File: src/shared/blcr_pkg.sv
// Purpose : Constants for the bridge link and subsystem configuration register bank
// Assumes : Byte offsets into configuration space, 32-bit aligned registers
// Notes   : Masks mark the bits that a write may change
package blcr_pkg;

    // ************************************************************
    // Register offsets
    // ************************************************************
    localparam logic [7:0]  OFF_LINK_TRAIN    = 8'hc8;
    localparam logic [7:0]  OFF_SUBSYS_ALIAS  = 8'hd0;
    localparam logic [7:0]  OFF_GEN_CTRL      = 8'hd4;
    localparam logic [7:0]  OFF_SUBSYS_IDS    = 8'h44;

    // ************************************************************
    // Link training and window control fields
    // ************************************************************
    localparam int          FTS_SEP_MSB       = 31;
    localparam int          FTS_SEP_LSB       = 24;
    localparam int          FTS_SHR_MSB       = 23;
    localparam int          FTS_SHR_LSB       = 16;
    localparam int          PHY_REVISION_FIELD_MSB       = 15;
    localparam int          PHY_REVISION_FIELD_LSB       = 13;
    localparam int          LINK_NUM_MSB      = 12;
    localparam int          LINK_NUM_LSB      = 8;
    localparam int          DEEP_IDLE_BIT     = 7;
    localparam int          RSVD_ZERO_BIT     = 6;
    localparam int          WINDOW_EN_BIT     = 5;
    localparam logic [2:0]  PHY_REVISION_FIELD_VALUE     = 3'h1;
    localparam logic [31:0] LINK_TRAIN_RESET  = 32'h3214_0000;
    localparam logic [31:0] LINK_TRAIN_WMASK  = 32'hffff_1fbf;

    // ************************************************************
    // Subsystem alias fields
    // ************************************************************
    localparam int          PRODUCT_MSB       = 31;
    localparam int          PRODUCT_LSB       = 16;
    localparam int          MAKER_MSB         = 15;
    localparam int          MAKER_LSB         = 0;
    localparam logic [31:0] SUBSYS_RESET      = 32'h0000_0000;
    localparam logic [31:0] SUBSYS_WMASK      = 32'hffff_ffff;

    // ************************************************************
    // General control register
    // ************************************************************
    localparam logic [31:0] GEN_CTRL_RESET    = 32'h8600_025f;
    localparam logic [31:0] GEN_CTRL_WMASK    = 32'hfeff_ffff;

    // Merge a write into a register under byte enables and a write mask
    function automatic logic [31:0] blcr_merge(input logic [31:0] old_val,
                                               input logic [31:0] wdata,
                                               input logic [3:0]  be,
                                               input logic [31:0] wmask);
        logic [31:0] lane;
        lane = {{8{be[3]}}, {8{be[2]}}, {8{be[1]}}, {8{be[0]}}} & wmask;
        return (old_val & ~lane) | (wdata & lane);
    endfunction

endpackage

File: src/hw/blcr_field_reg.sv
// Purpose : One 32-bit configuration register with masked, byte-enabled writes
// Assumes : Soft clear comes from the same clock domain
// Notes   : Bits outside the mask keep their reset value forever
`timescale 1ns/10ps
module blcr_field_reg
    import blcr_pkg::*;
#(
    parameter logic [31:0] RESET_VAL = 32'h0000_0000,
    parameter logic [31:0] WR_MASK   = 32'hffff_ffff
) (
    input  wire logic        i_clock,
    input  wire logic        i_rst_n,
    input  wire logic        i_clear,
    input  wire logic        i_wr,
    input  wire logic [3:0]  i_be,
    input  wire logic [31:0] i_wdata,
    output logic      [31:0] o_q
);

    logic [31:0] q_ff;
    logic [31:0] nxt_q;

    // Read-only bits are never touched by a write
    assign nxt_q = i_wr ? blcr_merge(q_ff, i_wdata, i_be, WR_MASK) : q_ff;
    assign o_q   = q_ff;

    // Any reset source returns the register to its default
    always_ff @(posedge i_clock) begin
        if (!i_rst_n || i_clear) begin
            q_ff <= RESET_VAL;
        end else begin
            q_ff <= nxt_q;
        end
    end

endmodule

File: src/hw/blcr_pin_sync.sv
// Purpose : Bring an asynchronous active-low reset pin into the clock domain
// Assumes : Pin is slow compared with the clock
// Notes   : Output moves only when stages two and three agree
`timescale 1ns/10ps
module blcr_pin_sync (
    input  wire logic i_clock,
    input  wire logic i_rst_n,
    input  wire logic i_pin_n,
    output logic      o_level_n
);

    logic sync1_ff;
    logic sync2_ff;
    logic sync3_ff;
    logic level_ff;
    logic nxt_level;

    // Filtered level follows only an agreed value
    assign nxt_level = (sync2_ff == sync3_ff) ? sync3_ff : level_ff;
    assign o_level_n = level_ff;

    // Three-stage chain; starts in the asserted state so fields stay cleared
    always_ff @(posedge i_clock) begin
        if (!i_rst_n) begin
            sync1_ff <= 1'b0;
            sync2_ff <= 1'b0;
            sync3_ff <= 1'b0;
            level_ff <= 1'b0;
        end else begin
            sync1_ff <= i_pin_n;
            sync2_ff <= sync1_ff;
            sync3_ff <= sync2_ff;
            level_ff <= nxt_level;
        end
    end

endmodule

File: src/hw/blcr_regs.sv
// Purpose : Link training counts, deep idle saving, window enable and subsystem alias
// Assumes : Configuration accesses and serial-memory loads arrive on i_clock
// Notes   : Read data returns one cycle after the read strobe
`timescale 1ns/10ps

// Function
// - Separate clock: send count from 31:24
// - Shared clock: send count from 23:16
// - Bit 7 enables saving in L2
// - Bit 5 enables the first window
// - Bit 6 always reads zero
// - Three reset sources restore all defaults
// - Alias upper half shows at 46h
// - Alias lower half shows at 44h
// - Alias register at D0h, resets zero
// - General control at D4h, mixed access
module blcr_regs
    import blcr_pkg::*;
(
    input  wire logic        i_clock,
    input  wire logic        i_rst_n,
    input  wire logic        i_fund_reset_n,
    input  wire logic        i_global_reset_pin_n,
    input  wire logic        i_por_n,
    input  wire logic        i_cfg_wr,
    input  wire logic        i_cfg_rd,
    input  wire logic [7:0]  i_cfg_addr,
    input  wire logic [3:0]  i_cfg_be,
    input  wire logic [31:0] i_cfg_wdata,
    input  wire logic        i_load_valid,
    input  wire logic [7:0]  i_load_addr,
    input  wire logic [31:0] i_load_data,
    input  wire logic        i_shared_clock_config_bit,
    input  wire logic        i_l0s_exit,
    input  wire logic        i_fts_slot,
    input  wire logic        i_link_in_l2,
    input  wire logic        i_window_hit,
    output logic      [31:0] o_cfg_rdata,
    output logic             o_cfg_rack,
    output logic             o_load_ack,
    output logic             o_fts_tx,
    output logic             o_fts_busy,
    output logic             o_deep_idle_active,
    output logic             o_first_window_enable,
    output logic             o_window_claim,
    output logic      [15:0] o_board_product_code,
    output logic      [15:0] o_board_maker_code,
    output logic      [4:0]  o_link_number,
    output logic      [31:0] o_general_control
);

    // ************************************************************
    // Reset sources
    // ************************************************************
    logic fund_level_n;
    logic global_reset_pin_level_n;
    logic por_level_n;
    logic field_clear;

    blcr_pin_sync u_sync_fund (
        .i_clock   (i_clock),
        .i_rst_n   (i_rst_n),
        .i_pin_n   (i_fund_reset_n),
        .o_level_n (fund_level_n)
    );

    blcr_pin_sync u_sync_global_reset_pin (
        .i_clock   (i_clock),
        .i_rst_n   (i_rst_n),
        .i_pin_n   (i_global_reset_pin_n),
        .o_level_n (global_reset_pin_level_n)
    );

    blcr_pin_sync u_sync_por (
        .i_clock   (i_clock),
        .i_rst_n   (i_rst_n),
        .i_pin_n   (i_por_n),
        .o_level_n (por_level_n)
    );

    // Any one of the three returns every writable field to default
    assign field_clear = !fund_level_n || !global_reset_pin_level_n || !por_level_n;

    // ************************************************************
    // Write path
    // ************************************************************
    logic        wr_en;
    logic [7:0]  wr_addr;
    logic [3:0]  wr_be;
    logic [31:0] wr_data;
    logic        wr_link_train;
    logic        wr_subsys;
    logic        wr_gen_ctrl;

    // Loader owns the port when both strike at once; a config write then is dropped
    assign wr_en   = i_load_valid || i_cfg_wr;
    assign wr_addr = i_load_valid ? i_load_addr : i_cfg_addr;
    assign wr_be   = i_load_valid ? 4'hf : i_cfg_be;
    assign wr_data = i_load_valid ? i_load_data : i_cfg_wdata;

    // Address decode; held off while any reset source is active
    assign wr_link_train = wr_en && !field_clear && (wr_addr == OFF_LINK_TRAIN);
    assign wr_subsys     = wr_en && !field_clear && (wr_addr == OFF_SUBSYS_ALIAS);
    assign wr_gen_ctrl   = wr_en && !field_clear && (wr_addr == OFF_GEN_CTRL);

    // ************************************************************
    // Register storage
    // ************************************************************
    logic [31:0] link_train_q;
    logic [31:0] subsys_q;
    logic [31:0] gen_ctrl_q;

    // Mask keeps the revision field and bit 6 out of reach of writes
    blcr_field_reg #(
        .RESET_VAL (LINK_TRAIN_RESET),
        .WR_MASK   (LINK_TRAIN_WMASK)
    ) u_link_train (
        .i_clock (i_clock),
        .i_rst_n (i_rst_n),
        .i_clear (field_clear),
        .i_wr    (wr_link_train),
        .i_be    (wr_be),
        .i_wdata (wr_data),
        .o_q     (link_train_q)
    );

    blcr_field_reg #(
        .RESET_VAL (SUBSYS_RESET),
        .WR_MASK   (SUBSYS_WMASK)
    ) u_subsys (
        .i_clock (i_clock),
        .i_rst_n (i_rst_n),
        .i_clear (field_clear),
        .i_wr    (wr_subsys),
        .i_be    (wr_be),
        .i_wdata (wr_data),
        .o_q     (subsys_q)
    );

    blcr_field_reg #(
        .RESET_VAL (GEN_CTRL_RESET),
        .WR_MASK   (GEN_CTRL_WMASK)
    ) u_gen_ctrl (
        .i_clock (i_clock),
        .i_rst_n (i_rst_n),
        .i_clear (field_clear),
        .i_wr    (wr_gen_ctrl),
        .i_be    (wr_be),
        .i_wdata (wr_data),
        .o_q     (gen_ctrl_q)
    );

    // ************************************************************
    // Field views
    // ************************************************************
    logic [7:0]  fts_count_separate_clock;
    logic [7:0]  fts_count_shared_clock;
    logic [7:0]  fts_count_sel;
    logic        deep_idle_saving_enable;
    logic        first_window_enable;
    logic [31:0] link_train_view;
    logic [31:0] subsys_ids_view;

    assign fts_count_separate_clock = link_train_q[FTS_SEP_MSB:FTS_SEP_LSB];
    assign fts_count_shared_clock   = link_train_q[FTS_SHR_MSB:FTS_SHR_LSB];
    assign deep_idle_saving_enable  = link_train_q[DEEP_IDLE_BIT];
    assign first_window_enable      = link_train_q[WINDOW_EN_BIT];

    // Shared reference clock needs fewer sequences to relock
    assign fts_count_sel = i_shared_clock_config_bit ? fts_count_shared_clock
                                                     : fts_count_separate_clock;

    // Revision is wired in; bit 6 forced low; bits 4:0 read back as loaded
    always_comb begin
        link_train_view = link_train_q;
        link_train_view[PHY_REVISION_FIELD_MSB:PHY_REVISION_FIELD_LSB] = PHY_REVISION_FIELD_VALUE;
        link_train_view[RSVD_ZERO_BIT] = 1'b0;
    end

    // Identifier dword is a read-only mirror of the alias register
    assign subsys_ids_view = {subsys_q[PRODUCT_MSB:PRODUCT_LSB],
                              subsys_q[MAKER_MSB:MAKER_LSB]};

    // ************************************************************
    // Read path
    // ************************************************************
    logic [31:0] rd_mux;

    // Unmapped offsets read as zero
    always_comb begin
        if (i_cfg_addr == OFF_LINK_TRAIN) begin
            rd_mux = link_train_view;
        end else if (i_cfg_addr == OFF_SUBSYS_ALIAS) begin
            rd_mux = subsys_q;
        end else if (i_cfg_addr == OFF_GEN_CTRL) begin
            rd_mux = gen_ctrl_q;
        end else if (i_cfg_addr == OFF_SUBSYS_IDS) begin
            rd_mux = subsys_ids_view;
        end else begin
            rd_mux = 32'h0000_0000;
        end
    end

    logic [31:0] cfg_rdata_ff;
    logic        cfg_rack_ff;
    logic        load_ack_ff;

    // Read answer and loader acknowledge, one cycle after the strobe
    always_ff @(posedge i_clock) begin
        if (!i_rst_n) begin
            cfg_rdata_ff <= 32'h0000_0000;
            cfg_rack_ff  <= 1'b0;
            load_ack_ff  <= 1'b0;
        end else begin
            cfg_rdata_ff <= i_cfg_rd ? rd_mux : 32'h0000_0000;
            cfg_rack_ff  <= i_cfg_rd;
            load_ack_ff  <= i_load_valid && !field_clear;
        end
    end

    // ************************************************************
    // Fast training sequence sender
    // ************************************************************
    typedef enum logic [0:0] {FTS_IDLE, FTS_SEND} blcr_fts_state_t;

    blcr_fts_state_t state_ff;
    blcr_fts_state_t nxt_state;
    logic [7:0]      remain_ff;
    logic [7:0]      nxt_remain;
    logic            fts_tx_ff;
    logic            nxt_fts_tx;
    logic            busy_ff;

    // Count is sampled on the exit request; a zero count sends nothing
    always_comb begin
        nxt_state  = state_ff;
        nxt_remain = remain_ff;
        nxt_fts_tx = 1'b0;
        case (state_ff)
            FTS_IDLE: begin
                if (i_l0s_exit && (fts_count_sel != 8'h00)) begin
                    nxt_state  = FTS_SEND;
                    nxt_remain = fts_count_sel;
                end
            end
            FTS_SEND: begin
                if (i_fts_slot) begin
                    nxt_fts_tx = 1'b1;
                    nxt_remain = remain_ff - 8'h01;
                    if (remain_ff == 8'h01) begin
                        nxt_state = FTS_IDLE;
                    end
                end
            end
            default: begin
                nxt_state = FTS_IDLE;
            end
        endcase
    end

    // A reset source aborts any burst in flight
    always_ff @(posedge i_clock) begin
        if (!i_rst_n || field_clear) begin
            state_ff  <= FTS_IDLE;
            remain_ff <= 8'h00;
            fts_tx_ff <= 1'b0;
            busy_ff   <= 1'b0;
        end else begin
            state_ff  <= nxt_state;
            remain_ff <= nxt_remain;
            fts_tx_ff <= nxt_fts_tx;
            busy_ff   <= (nxt_state == FTS_SEND); // Same timing as the state, but from a flop
        end
    end

    // ************************************************************
    // Power saving, window and identity outputs
    // ************************************************************
    logic        deep_idle_ff;
    logic        window_en_ff;
    logic        window_claim_ff;
    logic [15:0] product_ff;
    logic [15:0] maker_ff;
    logic [4:0]  link_num_ff;
    logic [31:0] gen_ctrl_ff;

    // Registered copies so every output leaves from a flop
    always_ff @(posedge i_clock) begin
        if (!i_rst_n) begin
            deep_idle_ff    <= 1'b0;
            window_en_ff    <= 1'b0;
            window_claim_ff <= 1'b0;
            product_ff      <= 16'h0000;
            maker_ff        <= 16'h0000;
            link_num_ff     <= 5'h00;
            gen_ctrl_ff     <= GEN_CTRL_RESET;
        end else begin
            deep_idle_ff    <= deep_idle_saving_enable && i_link_in_l2;
            window_en_ff    <= first_window_enable;
            window_claim_ff <= first_window_enable && i_window_hit;
            product_ff      <= subsys_q[PRODUCT_MSB:PRODUCT_LSB];
            maker_ff        <= subsys_q[MAKER_MSB:MAKER_LSB];
            link_num_ff     <= link_train_q[LINK_NUM_MSB:LINK_NUM_LSB];
            gen_ctrl_ff     <= gen_ctrl_q;
        end
    end

    assign o_cfg_rdata           = cfg_rdata_ff;
    assign o_cfg_rack            = cfg_rack_ff;
    assign o_load_ack            = load_ack_ff;
    assign o_fts_tx              = fts_tx_ff;
    assign o_fts_busy            = busy_ff;
    assign o_deep_idle_active    = deep_idle_ff;
    assign o_first_window_enable = window_en_ff;
    assign o_window_claim        = window_claim_ff;
    assign o_board_product_code  = product_ff;
    assign o_board_maker_code    = maker_ff;
    assign o_link_number         = link_num_ff;
    assign o_general_control     = gen_ctrl_ff;

endmodule

File: config.mk
export PLATFORM = sky130hd
export DESIGN_NAME = blcr_regs
export DESIGN_NICKNAME = d
export VERILOG_FILES = /design/src/shared/blcr_pkg.sv /design/src/hw/blcr_field_reg.sv /design/src/hw/blcr_pin_sync.sv /design/src/hw/blcr_regs.sv
export SDC_FILE = /design/constraint.sdc
export NUM_CORES = 1
export LEC_CHECK = 0
export BUFFER_PORTS_ARGS = -buffer_cell sky130_fd_sc_hd__buf_2
export CAP_MARGIN = 15
export CORE_MARGIN = 3
export CORE_UTILIZATION = 55
export CTS_BUF_LIST = sky130_fd_sc_hd__clkbuf_4 sky130_fd_sc_hd__clkbuf_8
export DETAILED_ROUTE_END_ITERATION = 12
export PLACE_DENSITY = 0.9
export SLEW_MARGIN = 40
export SYNTH_ARGS = -nofsm -noshare
export SYNTH_HDL_FRONTEND = slang
export SYNTH_SLANG_ARGS = --single-unit
File: constraint.sdc
create_clock -name i_clock -period 2.3 [get_ports i_clock]
set_clock_uncertainty 0.15 [all_clocks]
set_input_delay 0.23 -clock i_clock [delete_from_list [all_inputs] [get_ports i_clock]]
set_output_delay 0.23 -clock i_clock [all_outputs]
set_load 0.02 [all_outputs]
==> results.md <==
Clocking:
- The clock latency on the worst-skew pair is 0.51 ns.
- The number of CTS-inserted buffers is 35.
- The H-tree was split into 2 levels.
- The CTS tree is built.
- The number of buffers on the longest clock path is 3.
- The master cell of the clock root buffer is sky130_fd_sc_hd__clkbuf_8.
- After clock tree synthesis, the clock-pin slew on the worst setup and hold paths is 0.06 ns.
- The total number of clock tree sinks is 218.

Critical path:
- The critical path in this run is classified as in -> reg.
- In this run the worst setup path begins at i_load_valid.
- The worst setup path is launched from an input pin.
- The startpoint of the most critical register-to-register path is u_sync_fund.o_level_n$_SDFFE_PN0N_.
- For the worst flop-to-flop path, the logic depth is 5.
- The slack of the worst reg-to-reg path is 0.19 ns.
- The worst path arrival time is 2.44 ns.
- Along the worst path, the maximum fanout reaches 11.
- The worst setup path is captured at a flip-flop.
- The worst path required time is 2.54 ns.

Routing:
- The routed layout has 7,215 vias.
- After detailed routing, the number of vias per cell comes to 5.69.
- For this run, design rule violations remaining after detail routing come to 0.
- In the final routed layout, each cell accounts on average for 17.9 um.
- The number of routed nets with antenna violations is 0.
- The count of TritonRoute iterations in the first routing pass is 7.
- The final wirelength is 22,800 um.
- For this block, the initial DRC count from the detailed router was 830.

Job:
- Across the run, the number of max-cap violations was 0.

Power:
- The leakage power of the design is 4.59 nW.
- VDD sags by at most 0.505 mV.
- The total power consumption of the routed design is 0.00816 W.
- The power density normalized to cell area is 759 nW/um^2.

Timing:
- At the pin with the least slew margin, the transition time is 0.751 ns.
- After layout, the worst path uses 95.8% of the clock period.
- The count of final max-slew check failures is 0.
- The max-slew headroom at the worst pin is 49.4%.
- The setup TNS after final layout is 0 ns.
- Setup repair after global routing left no endpoint under its margin.
- The final setup slack of the worst path is 0.0974 ns.
- The number of endpoints with negative hold slack in the final report is 0.
- The achievable clock frequency is 0.454 GHz.
- Setup violations remaining at the end of the flow were counted as 0.
- The final period demand of the worst path is 2.20 ns.

Global route:
- The number of antenna violations at the first check in global routing is 0.
- The via count of the first global-routing pass was 7,026.
- The overall global routing resource usage is 27.5%.
- The first-pass GRT wire length is 35,900 um.
- The total global routing overflow is 0.
- Entering global routing, the biggest net connects 61 pins.

Yosys:
- By area the synthesized netlist is led by sky130_fd_sc_hd__dfxtp_1 54%, sky130_fd_sc_hd__and2_1 5.4%, sky130_fd_sc_hd__nor2_1 4.8%.
- After technology mapping, the gate count stands at 800.
- Yosys printed 0 warnings.
- After synthesis, the largest area contributor takes up 54.4% of total cell area.
- The cell taking the most area after synthesis is sky130_fd_sc_hd__dfxtp_1.
- The post-synthesis net count is 899.
- By count the netlist is led by 218 x sky130_fd_sc_hd__dfxtp_1, 102 x sky130_fd_sc_hd__nor2_1, 69 x sky130_fd_sc_hd__and2_1.
- Sequential elements use 54.4% of the synthesized area.
- The synthesized netlist contains 58 unique library cells.
- The proportion of synthesized flip-flops having asynchronous set or reset is 0%.
- The cell area that synthesis handed to floorplanning was 8030 um^2.
- In the synthesized netlist the dominant register cell turns out to be sky130_fd_sc_hd__dfxtp_1.
- In this run the mean area of a mapped cell was 10.0 um^2.
- Yosys instantiated no cell more often than sky130_fd_sc_hd__dfxtp_1.
- Counting flops and latches in the post-synthesis netlist gives 218.
- The count of flip-flops with a built-in enable after synthesis is 0.

Min path:
- The worst hold path was traced through 3 stages.
- The start point of the worst min-delay path is i_load_data[29].
- The type of the worst min-delay path is in -> reg.

Final layout:
- Summing all flip-flop and latch instances after layout gives 4360 um^2.
- The area overhead of the layout relative to synthesis is 33.8%.
- In the final design database the tool counted 1,163 nets.
- The area of combinational cells with multiple inputs is 3380 um^2.
- Of the cells placed in the final design, the portion with a size suffix greater than 1 is 31.1%.
- 0 antenna diodes ended up in the layout.
- The final-layout fill cell count is 895.

Placed design:
- The post-place setup slack is 0.0841 ns.
- The routability congestion estimate is 0.851.
- Detailed placement finished with a half-perimeter wire length of 15,000 um.
- Buffers placed on the I/O ports in this run total 203.

Floorplan:
- In this run the vertical extent of the chip is 127 um.
- After floorplanning, the core was sized to cover 14,100 um^2.
- The number of placed I/O pins is 205.
- The area of the die is 16,100 um^2.
- The number of rows in the core area is 43.
- The width of the die is 127 um.
- The initial utilization of the core area, before any placement, comes to 56.9%.

Run status:
- The flow ran to the end, and the final reports show no timing, DRC or antenna violations.
==> timing repair <==
action | in CTS | in global routing
endpoints found under the setup margin | 0 | 20
hold buffers | 44 | 1
setup buffers | 0 | 1
hold endpoints to repair | 34 | 1
resized for setup | 0 | 5
==> worst max-delay path, cell delays in order <==
cell	delay, ns
sky130_fd_sc_hd__dlygate4sd3_1	0.52
sky130_fd_sc_hd__buf_4	0.17
sky130_fd_sc_hd__buf_4	0.20
sky130_fd_sc_hd__buf_6	0.20
sky130_fd_sc_hd__mux2_2	0.39
sky130_fd_sc_hd__dlygate4sd3_1	0.58
sky130_fd_sc_hd__nand3_1	0.08
sky130_fd_sc_hd__o21ai_1	0.06
==> through the flow <==
stage | util, % | area (um^2) | hold WS [ns] | instances
after floorplan | - | 8030 | 0.207 | 800
after global placement | 66.7 | 9400 | 0.265 | 1161
after detailed placement | 66.7 | 9400 | 0.273 | 1161
after CTS | 76.0 | 10700 | 0.000646 | 1267
after global routing | 76.2 | 10700 | 0.0117 | 1269
final | 76.2 | 10700 | 0.0127 | 1269
==> layer usage <==
metal | vias up | GRT usage, % | part of all wire, %
met5 | - | 0 | 0
met3 | 57 | 5.26 | 8.2
met2 | 402 | 48.3 | 50
li1 | 3387 | - | -
met4 | 0 | 10.3 | 2.8
met1 | 3369 | 33.4 | 39
==> how the worst min path moves through the flow <==
stage	to	slack, ns
final	flip-flop	0.01
after global routing	flip-flop	0.01
after CTS	flip-flop	0.0006
after detailed placement	u_sync_por.sync2_ff$_SDFF_PN0_	0.27
after global placement	u_sync_fund.sync2_ff$_SDFF_PN0_	0.27
after floorplan	u_sync_fund.sync1_ff$_SDFF_PN0_	0.21
==> layout by cell type, fill, tap and decap left out, types with 12 or more instances in the layout <==
master,count
sky130_fd_sc_hd__dfxtp_1,218
sky130_fd_sc_hd__buf_2,202
sky130_fd_sc_hd__nor2_1,102
sky130_fd_sc_hd__and2_1,68
sky130_fd_sc_hd__clkbuf_8,47
sky130_fd_sc_hd__dlygate4sd3_1,45
sky130_fd_sc_hd__a211oi_1,41
sky130_fd_sc_hd__nand3_1,35
sky130_fd_sc_hd__mux2i_1,34
sky130_fd_sc_hd__nand2_1,33
sky130_fd_sc_hd__a222oi_1,27
sky130_fd_sc_hd__buf_4,27
sky130_fd_sc_hd__o21ai_0,26
sky130_fd_sc_hd__a21oi_1,17
sky130_fd_sc_hd__nor3_1,15
sky130_fd_sc_hd__inv_1,13
sky130_fd_sc_hd__o31ai_1,13
sky130_fd_sc_hd__nand2b_1,12
==> power by group <==
| group | internal [W] | leakage, nW | switching, W | total [W] |
|---|---|---|---|---|
| combinational | 0.000182 | 2.38 | 0.000196 | 0.000379 |
| clock | 0.00250 | 0.453 | 0.00149 | 0.00399 |
| sequential | 0.00378 | 1.76 | 0.00000278 | 0.00379 |
==> cell families after synthesis <==
group           Yosys count  synth area share (%)
simple gates            305                  20.3
flops                   218                  54.4
compound gates          156                  14.9
xor+xnor                  3                 0.327
other cells               1                0.0467
fa+ha+maj                 2                 0.312
buf+inv                  70                  3.98
mux                      45                  5.77
==> final cells by class <==
type	instances	share of cell area, %
tap	180	2.10
inverter	13	0.454
clock buffer	54	6.51
clock inverter	8	1.57
sequential	218	40.6
multi-input combinational	512	31.5
timing repair buffer	284	17.3
No activity file was read; power rests on OpenSTA's default activity.
